**src/logic/gpio_pkg.sv**
```systemverilog
// constants, types and register map of the dual byte gpio ports
package gpio_pkg;
  localparam int PW = 8;
  localparam int AW = 3;
  typedef logic [AW-1:0] addr_t;
  typedef logic [PW-1:0] byte_t;

  // register indices on the plain register port
  localparam addr_t REG_C_PIN   = 3'h0;
  localparam addr_t REG_C_LAT   = 3'h1;
  localparam addr_t REG_C_DIR   = 3'h2;
  localparam addr_t REG_D_PIN   = 3'h3;
  localparam addr_t REG_D_LAT   = 3'h4;
  localparam addr_t REG_D_DIR   = 3'h5;
  localparam addr_t REG_E_CTL   = 3'h6;
  localparam addr_t REG_PWM_CTL = 3'h7;

  // reset values
  localparam byte_t DIR_RST   = 8'hFF;
  localparam byte_t LAT_RST   = 8'h00;
  localparam byte_t E_CTL_RST = 8'h07;
  localparam byte_t PWM_RST   = 8'h00;
  localparam byte_t ZERO_BYTE = 8'h00;

  // fifth port direction and slave control fields
  localparam int    E_IBF     = 7;
  localparam int    E_OBF     = 6;
  localparam int    E_IBOV    = 5;
  localparam int    E_PARALLEL_SLAVE_MODE_SELECT = 4;
  localparam byte_t E_WR_MASK = 8'h37;
  localparam byte_t E_ST_MASK = 8'h3F;

  // enhanced pwm control fields
  localparam int         PWM_OUT_HI = 7;
  localparam int         PWM_OUT_LO = 6;
  localparam int         PWM_SEL_HI = 3;
  localparam int         PWM_SEL_LO = 2;
  localparam logic [1:0] PWM_SINGLE = 2'h0;
  localparam logic [1:0] PWM_SEL_PWM = 2'h3;

  // pin positions of shared functions
  localparam int PIN_TMR_OSO = 0;
  localparam int PIN_TMR_OSI = 1;
  localparam int PIN_SECOND_CAPTURE_COMPARE_UNIT    = 1;
  localparam int PIN_CCP1    = 2;
  localparam int PIN_SSP_CLK = 3;
  localparam int PIN_SSP_DI  = 4;
  localparam int PIN_SSP_DO  = 5;
  localparam int PIN_USA_TX  = 6;
  localparam int PIN_USA_RX  = 7;
  localparam int PIN_PWM_B   = 5;

  typedef struct packed {
    logic en;
    logic oe;
    logic out;
  } pinOvr_s;

  typedef struct packed {
    logic  wr;
    logic  rd;
    addr_t addr;
    byte_t wdata;
  } regReq_s;
endpackage : gpio_pkg

```
**src/logic/dual_byte_gpio_ports.sv**
```systemverilog
// two 8-bit general purpose ports with peripheral overrides and slave mode
//
// Contract
// [RULE_01] Each port is eight pins wide and each pin can be an input or an output.
// [RULE_02] A third-port direction bit of one turns the pin driver off so the pin is an input.
// [RULE_03] A third-port direction bit of zero drives the pin with its output latch bit.
// [RULE_04] Fourth-port direction bits work the same way per pin.
// [RULE_05] Each output latch is its own register and reads back the latch, not the pins.
// [RULE_06] With the capture/compare routing bit at one, third-port pin 1 serves the second capture/compare unit.
// [RULE_07] An enabled peripheral may override a pin direction, forcing it to output or to input.
// [RULE_08] Reading the third-port direction register returns the stored bits despite overrides.
// [RULE_09] After power-on reset every pin is an input and every direction bit is one.
// [RULE_10] Third-port pins 0 and 1 serve the secondary timer oscillator output or clock and its input.
// [RULE_11] Third-port pins 3, 4 and 5 serve the serial port clock, data in and data out.
// [RULE_12] Third-port pins 6 and 7 serve the USART transmit or clock and receive or data.
// [RULE_13] Setting the slave mode bit of the fifth-port control register turns the fourth port into a parallel slave port.
// [RULE_14] In slave mode fourth-port pin n carries parallel data bit n; the code lets an enabled pwm override on pins 5 to 7 win over slave mode.
// [RULE_15] Fourth-port pins 5, 6 and 7 also serve as enhanced pwm outputs b, c and d.
// [RULE_16] Dual or quad output pwm disables slave mode on the fourth port.
// [RULE_17] Reading a pin-value register returns the sampled pin levels.
`timescale 1ns/1ps
module dual_byte_gpio_ports
  import gpio_pkg::*;
(
  input  wire  logic           mclk,
  input  wire  logic           rst_n,
  input  wire  regReq_s        req,
  output       byte_t          rdData,
  input  wire  byte_t          pcIn,
  output       byte_t          pcOut,
  output       byte_t          pcOe,
  input  wire  byte_t          pdIn,
  output       byte_t          pdOut,
  output       byte_t          pdOe,
  input  wire  logic           capcompRouting,
  input  wire  pinOvr_s [1:0]  tmrOvr,
  input  wire  pinOvr_s        ccp2Ovr,
  input  wire  pinOvr_s        ccp1Ovr,
  input  wire  pinOvr_s [2:0]  sspOvr,
  input  wire  pinOvr_s [1:0]  usartOvr,
  input  wire  pinOvr_s [2:0]  pwmOvr,
  input  wire  logic           slaveInFull,
  input  wire  logic           slaveOutFull,
  input  wire  logic           slaveOverflow,
  input  wire  logic           slaveDrive,
  input  wire  byte_t          slaveData,
  output       byte_t          pcPin,
  output       byte_t          pdPin,
  output       logic           ccp2InC,
  output       logic           slaveActive,
  output       logic [2:0]     peDir,
  output       byte_t          pwmCtl
);

  byte_t   pcLat_ff, nxt_pcLat, pcDir_ff, nxt_pcDir;
  byte_t   pdLat_ff, nxt_pdLat, pdDir_ff, nxt_pdDir;
  byte_t   eCtl_ff, nxt_eCtl, pwmCtl_ff, nxt_pwmCtl;
  byte_t   rdData_ff, nxt_rdData;
  byte_t   pcOut_ff, nxt_pcOut, pcOe_ff, nxt_pcOe;
  byte_t   pdOut_ff, nxt_pdOut, pdOe_ff, nxt_pdOe;
  logic    slaveActive_ff, nxt_slaveActive;
  logic    ccp2In_ff, nxt_ccp2In;
  byte_t   cS1_ff, cS2_ff, cS3_ff, cPin_ff, nxt_cPin;
  byte_t   dS1_ff, dS2_ff, dS3_ff, dPin_ff, nxt_dPin;
  pinOvr_s cOvr [PW];
  byte_t   cOvrEn, dOvrEn;
  logic    pwmMulti;
  logic    slaveOn;
  byte_t   eRead;

  // per-pin peripheral map of the third port
  always_comb begin
    cOvr[PIN_TMR_OSO] = tmrOvr[0];                          // RULE_10
    cOvr[PIN_TMR_OSI] = tmrOvr[1];                          // RULE_10
    if (capcompRouting && ccp2Ovr.en) begin
      cOvr[PIN_SECOND_CAPTURE_COMPARE_UNIT] = ccp2Ovr;                             // RULE_06
    end
    cOvr[PIN_CCP1]    = ccp1Ovr;
    cOvr[PIN_SSP_CLK] = sspOvr[0];                          // RULE_11
    cOvr[PIN_SSP_DI]  = sspOvr[1];                          // RULE_11
    cOvr[PIN_SSP_DO]  = sspOvr[2];                          // RULE_11
    cOvr[PIN_USA_TX]  = usartOvr[0];                        // RULE_12
    cOvr[PIN_USA_RX]  = usartOvr[1];                        // RULE_12
    for (int i = 0; i < PW; i++) begin
      cOvrEn[i] = cOvr[i].en;
    end
  end

  // slave mode only while pwm is not in a multi-output mode
  always_comb begin
    pwmMulti = (pwmCtl_ff[PWM_OUT_HI:PWM_OUT_LO] != PWM_SINGLE)
            && (pwmCtl_ff[PWM_SEL_HI:PWM_SEL_LO] == PWM_SEL_PWM);
    slaveOn = eCtl_ff[E_PARALLEL_SLAVE_MODE_SELECT] && !pwmMulti;              // RULE_13 RULE_16
    dOvrEn = ZERO_BYTE;
    for (int i = 0; i < 3; i++) begin
      dOvrEn[PIN_PWM_B + i] = pwmOvr[i].en;
    end
  end

  // pin drivers: peripheral override first, then slave mode on the fourth port, else direction and latch
  always_comb begin
    for (int i = 0; i < PW; i++) begin                      // RULE_01
      if (cOvr[i].en) begin
        nxt_pcOe[i]  = cOvr[i].oe;                          // RULE_07
        nxt_pcOut[i] = cOvr[i].out;
      end else begin
        nxt_pcOe[i]  = !pcDir_ff[i];                        // RULE_02
        nxt_pcOut[i] = pcLat_ff[i];                         // RULE_03
      end
      if (dOvrEn[i]) begin
        nxt_pdOe[i]  = pwmOvr[i - PIN_PWM_B].oe;            // RULE_15
        nxt_pdOut[i] = pwmOvr[i - PIN_PWM_B].out;
      end else if (slaveOn) begin
        nxt_pdOe[i]  = slaveDrive;                          // RULE_14
        nxt_pdOut[i] = slaveData[i];
      end else begin
        nxt_pdOe[i]  = !pdDir_ff[i];                        // RULE_04
        nxt_pdOut[i] = pdLat_ff[i];
      end
    end
    nxt_slaveActive = slaveOn;
    nxt_ccp2In = capcompRouting & cPin_ff[PIN_SECOND_CAPTURE_COMPARE_UNIT];
  end

  // a level change counts once stages two and three agree
  always_comb begin
    nxt_cPin = (cS2_ff & cS3_ff) | (cPin_ff & (cS2_ff ^ cS3_ff));  // RULE_17
    nxt_dPin = (dS2_ff & dS3_ff) | (dPin_ff & (dS2_ff ^ dS3_ff));
  end

  always_ff @(posedge mclk) begin
    if (!rst_n) begin
      cS1_ff  <= ZERO_BYTE;
      cS2_ff  <= ZERO_BYTE;
      cS3_ff  <= ZERO_BYTE;
      cPin_ff <= ZERO_BYTE;
      dS1_ff  <= ZERO_BYTE;
      dS2_ff  <= ZERO_BYTE;
      dS3_ff  <= ZERO_BYTE;
      dPin_ff <= ZERO_BYTE;
    end else begin
      cS1_ff  <= pcIn;
      cS2_ff  <= cS1_ff;
      cS3_ff  <= cS2_ff;
      cPin_ff <= nxt_cPin;
      dS1_ff  <= pdIn;
      dS2_ff  <= dS1_ff;
      dS3_ff  <= dS2_ff;
      dPin_ff <= nxt_dPin;
    end
  end

  // register writes; a write to the pin-value register lands in the latch
  always_comb begin
    nxt_pcLat  = pcLat_ff;
    nxt_pcDir  = pcDir_ff;
    nxt_pdLat  = pdLat_ff;
    nxt_pdDir  = pdDir_ff;
    nxt_eCtl   = eCtl_ff;
    nxt_pwmCtl = pwmCtl_ff;
    if (req.wr) begin
      case (req.addr)
        REG_C_PIN, REG_C_LAT: nxt_pcLat = req.wdata;       // RULE_05
        REG_C_DIR:            nxt_pcDir = req.wdata;
        REG_D_PIN, REG_D_LAT: nxt_pdLat = req.wdata;       // RULE_05
        REG_D_DIR:            nxt_pdDir = req.wdata;
        REG_E_CTL:            nxt_eCtl  = (eCtl_ff & ~E_WR_MASK) | (req.wdata & E_WR_MASK);
        REG_PWM_CTL:          nxt_pwmCtl = req.wdata;
        default:              nxt_pwmCtl = pwmCtl_ff;
      endcase
    end
    // overflow set beats a software clear in the same cycle
    if (slaveOverflow) begin
      nxt_eCtl[E_IBOV] = 1'b1;
    end
    nxt_eCtl = nxt_eCtl & E_ST_MASK;
  end

  // buffer status bits belong to the slave handshake and are only mirrored
  always_comb begin
    eRead = eCtl_ff;
    eRead[E_IBF] = slaveInFull;
    eRead[E_OBF] = slaveOutFull;
    nxt_rdData = ZERO_BYTE;
    if (req.rd) begin
      case (req.addr)
        REG_C_PIN:   nxt_rdData = cPin_ff;                  // RULE_17
        REG_C_LAT:   nxt_rdData = pcLat_ff;                 // RULE_05
        REG_C_DIR:   nxt_rdData = pcDir_ff;                 // RULE_08
        REG_D_PIN:   nxt_rdData = dPin_ff;                  // RULE_17
        REG_D_LAT:   nxt_rdData = pdLat_ff;                 // RULE_05
        REG_D_DIR:   nxt_rdData = pdDir_ff;
        REG_E_CTL:   nxt_rdData = eRead;
        REG_PWM_CTL: nxt_rdData = pwmCtl_ff;
        default:     nxt_rdData = ZERO_BYTE;
      endcase
    end
  end

  always_ff @(posedge mclk) begin
    if (!rst_n) begin
      pcLat_ff       <= LAT_RST;
      pcDir_ff       <= DIR_RST;                            // RULE_09
      pdLat_ff       <= LAT_RST;
      pdDir_ff       <= DIR_RST;                            // RULE_09
      eCtl_ff        <= E_CTL_RST;
      pwmCtl_ff      <= PWM_RST;
      rdData_ff      <= ZERO_BYTE;
      pcOut_ff       <= LAT_RST;
      pcOe_ff        <= ZERO_BYTE;
      pdOut_ff       <= LAT_RST;
      pdOe_ff        <= ZERO_BYTE;
      slaveActive_ff <= 1'b0;
      ccp2In_ff      <= 1'b0;
    end else begin
      pcLat_ff       <= nxt_pcLat;
      pcDir_ff       <= nxt_pcDir;
      pdLat_ff       <= nxt_pdLat;
      pdDir_ff       <= nxt_pdDir;
      eCtl_ff        <= nxt_eCtl;
      pwmCtl_ff      <= nxt_pwmCtl;
      rdData_ff      <= nxt_rdData;
      pcOut_ff       <= nxt_pcOut;
      pcOe_ff        <= nxt_pcOe;
      pdOut_ff       <= nxt_pdOut;
      pdOe_ff        <= nxt_pdOe;
      slaveActive_ff <= nxt_slaveActive;
      ccp2In_ff      <= nxt_ccp2In;
    end
  end

  assign rdData      = rdData_ff;
  assign pcOut       = pcOut_ff;
  assign pcOe        = pcOe_ff;
  assign pdOut       = pdOut_ff;
  assign pdOe        = pdOe_ff;
  assign pcPin       = cPin_ff;
  assign pdPin       = dPin_ff;
  assign ccp2InC     = ccp2In_ff;
  assign slaveActive = slaveActive_ff;
  assign peDir       = eCtl_ff[2:0];
  assign pwmCtl      = pwmCtl_ff;
endmodule : dual_byte_gpio_ports

```
**config.mk**
```make
export PLATFORM = sky130hd
export DESIGN_NAME = dual_byte_gpio_ports
export DESIGN_NICKNAME = d
export VERILOG_FILES = /design/src/logic/gpio_pkg.sv /design/src/logic/dual_byte_gpio_ports.sv
export SDC_FILE = /design/constraint.sdc
export NUM_CORES = 1
export LEC_CHECK = 0
export BUFFER_PORTS_ARGS = -buffer_cell sky130_fd_sc_hd__buf_4
export CAP_MARGIN = 20
export CORE_UTILIZATION = 28
export CTS_CLUSTER_DIAMETER = 120
export DETAILED_ROUTE_END_ITERATION = 8
export GPL_ROUTABILITY_DRIVEN = 0
export RECOVER_POWER = 50
export SYNTH_ARGS = -nofsm -noshare
export SYNTH_HDL_FRONTEND = slang
export SYNTH_SLANG_ARGS = --single-unit
```
**constraint.sdc**
```tcl
create_clock -name mclk -period 1.9 [get_ports mclk]
set_clock_uncertainty 0.05 [all_clocks]
set_input_delay 0.38 -clock mclk [delete_from_list [all_inputs] [get_ports mclk]]
set_output_delay 0.38 -clock mclk [all_outputs]
set_load 0.01 [all_outputs]
```
==> flow_metrics.env <==
export IMPL_period_minus_slack_ns=1.57
export IMPL_postCtsSetupBuffers=0
export IMPL_synthToLayoutAreaGrowth_pct=34.2
export IMPL_critPathKind="in2reg"
export IMPL_synth_main_ff_cell="dfxtp_1"
export IMPL_critPathMaxFanout=33
export IMPL_critPathMaxStageDelay_ns=0.63
export IMPL_ys_seq_area_share_pct=52.7
export IMPL_cap_violations=0
export IMPL_cp_arrival_ns=1.87
export IMPL_wl_um=15700
export IMPL_vias_per_cell=4.44
export IMPL_synth_async_reset_ratio_pct=0
export IMPL_core_area_sq_um=19800
export IMPL_grt_max_degree=50
export IMPL_ios=149
export IMPL_end_kind="flip-flop"
export IMPL_finalMaxSlewViolations=0
export IMPL_start_util_pct=29.0
export IMPL_cts_tree="done"
export IMPL_yosysUniqueCellTypes=42
export IMPL_clock_path_buffers=2
export IMPL_synth_enable_flop_cells=0
export IMPL_dp_hpwl_um=11800
export IMPL_leakage_nw=3.44
export IMPL_startpoint_type="primary input"
export IMPL_hp_class="in2reg"
export IMPL_ctsHoldBuffers=0
export IMPL_setup_viol=0
export IMPL_period_share_pct=82.8
export IMPL_yosysMostFrequentCell="dfxtp_1"
export IMPL_fillers=1992
export IMPL_post_drt_wl_per_cell_um=16.0
export IMPL_fin_tns_setup_ns=0
export IMPL_fmax_ghz=0.635
export IMPL_slew_headroom_pct=42.2
export IMPL_synth_top_area_share_pct=52.7
export IMPL_required_ns=2.20
export IMPL_cts_resized=0
export IMPL_die_area_sq_um=21100
export IMPL_synth_top_area_cell="dfxtp_1"
export IMPL_status="complete, no violations"
export IMPL_layout_drive_gt1_share_pct=28.6
export IMPL_rows=51
export IMPL_numCtsBuffers=17
export IMPL_grt_pass1_wl_um=24400
export IMPL_gr_total_overflow=0
export IMPL_gr_usage_all_layers_pct=15.3
export IMPL_postRouteAntennaNets=0
export IMPL_ir_drop_uv=615
export IMPL_clk_latency_ns=0.42
export IMPL_slowest_stage="clkbuf_1"
export IMPL_synth_top_cells_by_area="dfxtp_1 53%, and2_1 6.7%, nand2_1 5.7%"
export IMPL_worstMarginPinSlew_ns=0.867
export IMPL_portBuffers=148
export IMPL_die_h_um=145
export IMPL_drc=0
export IMPL_first_global_vias=4251
export IMPL_place_ws_ns=0.170
export IMPL_cts_root_buf="clkbuf_16"
export IMPL_setup_slack_ns=0.326
export IMPL_dr_pass1_iters=5
export IMPL_worstPathCellList="clkbuf_1, clkbuf_2, a21boi_0"
export IMPL_synth_nets=660
export IMPL_stdcell_area_sq_um=7690
export IMPL_syn_area_per_cell_sq_um=10.2
export IMPL_die_x_um=145
export IMPL_place_area_sq_um=7090
export IMPL_regToRegSetupSlack_ns=0.35
export IMPL_hold_viol=0
export IMPL_grt_antenna_before_repair=0
export IMPL_syn_area_sq_um=5740
export IMPL_synth_seq_cells=151
export IMPL_rsz0062_at_grt="no"
export IMPL_drt_iter0_drc=237
export IMPL_yosysWarnings=0
export IMPL_vias=4377
export IMPL_clkSinkCount=151
export IMPL_antennaDiodeCount=0
export IMPL_clkTransAtPathRegs_ns=0.06
export IMPL_synth_common_cells="151 x dfxtp_1, 87 x nand2_1, 61 x and2_1, 43 x nor2b_1, 31 x mux2i_1"
export IMPL_cts_htree_levels=4
export IMPL_syn_inst=564
export IMPL_fin_nets=804
export IMPL_power_density_nw_per_um2=968
==> final timing paths <==
check | startpoint | endpoint | cells after the start
setup / recovery | rst_n | pwmCtl[6] | 3
hold / removal | pcIn[2] | cS1_ff[2] | 2
setup reg to reg | pwmCtl[7] | pdOut[5] | 5
hold reg to reg | cS1_ff[3] | cS2_ff[3] | 1
==> cell type report <==
cell class              instances  area (sq um)  share of cell area (%)
clock buffers                  21           470                    6.11
flip-flops and latches        151          3020                    39.3
clock inverters                11           145                    1.89
repair buffers                160          1200                    15.6
well taps                     265           332                    4.31
inverters                       5          18.8                   0.244
multi-input cells             373          2500                    32.6
==> power by group <==
part           switching [W]  internal (W)
logic               0.000271      0.000318
registers          0.0000620       0.00328
clock network        0.00135       0.00217
==> through the flow <==
step	power, W	util, %	hold slack, ns	instances
6_report	0.00745	38.9	0.109	986
5_1_grt	0.00773	38.9	0.0961	986
4_1_cts	0.00753	39.0	0.0948	986
3_5_place_dp	0.00401	35.9	0.368	954
3_3_place_gp	0.00400	35.9	0.364	954
2_1_floorplan	0.00371	-	0.362	564
==> cells in the final DEF, fill, tap and decap left out, drive strengths merged, types with 13 or more instances in the layout <==
master,instances
nand2,87
ha,16
nor2b,43
o21ai,16
mux2i,31
clkbuf,25
dfxtp,151
buf,156
nand3,19
and2,61
a21boi,13
a21oi,23
==> worst max-delay path, delay by kind of cell <==
| family | cells | cell delay (ns) |
|---|---|---|
| buf+inv | 2 | 1.23 |
| compound gates | 1 | 0.24 |
==> per-layer routing <==
| layer | up-vias | part of all wire, % | GRT usage, % |
|---|---|---|---|
| met1 | 2021 | 46 | 19.6 |
| met5 | - | 0 | 0 |
| met2 | 138 | 46 | 24.2 |
| met3 | 17 | 6.2 | 4.40 |
| li1 | 2201 | - | - |
| met4 | 0 | 1.6 | 5.79 |
==> cell families (layout without fill, tap and decap cells) <==
| family | Yosys count | in the layout | share of synthesized area (%) |
|---|---|---|---|
| AO/OA/AOI/OAI | 86 | 86 | 10.4 |
| adder cells (fa/ha/maj) | 16 | 16 | 3.49 |
| buffers and inverters | 40 | 197 | 3.62 |
| flip-flops | 151 | 151 | 52.7 |
| multiplexers | 39 | 39 | 8.36 |
| AND/OR/NAND/NOR | 232 | 232 | 21.4 |
(Power assumes the default switching activity.)
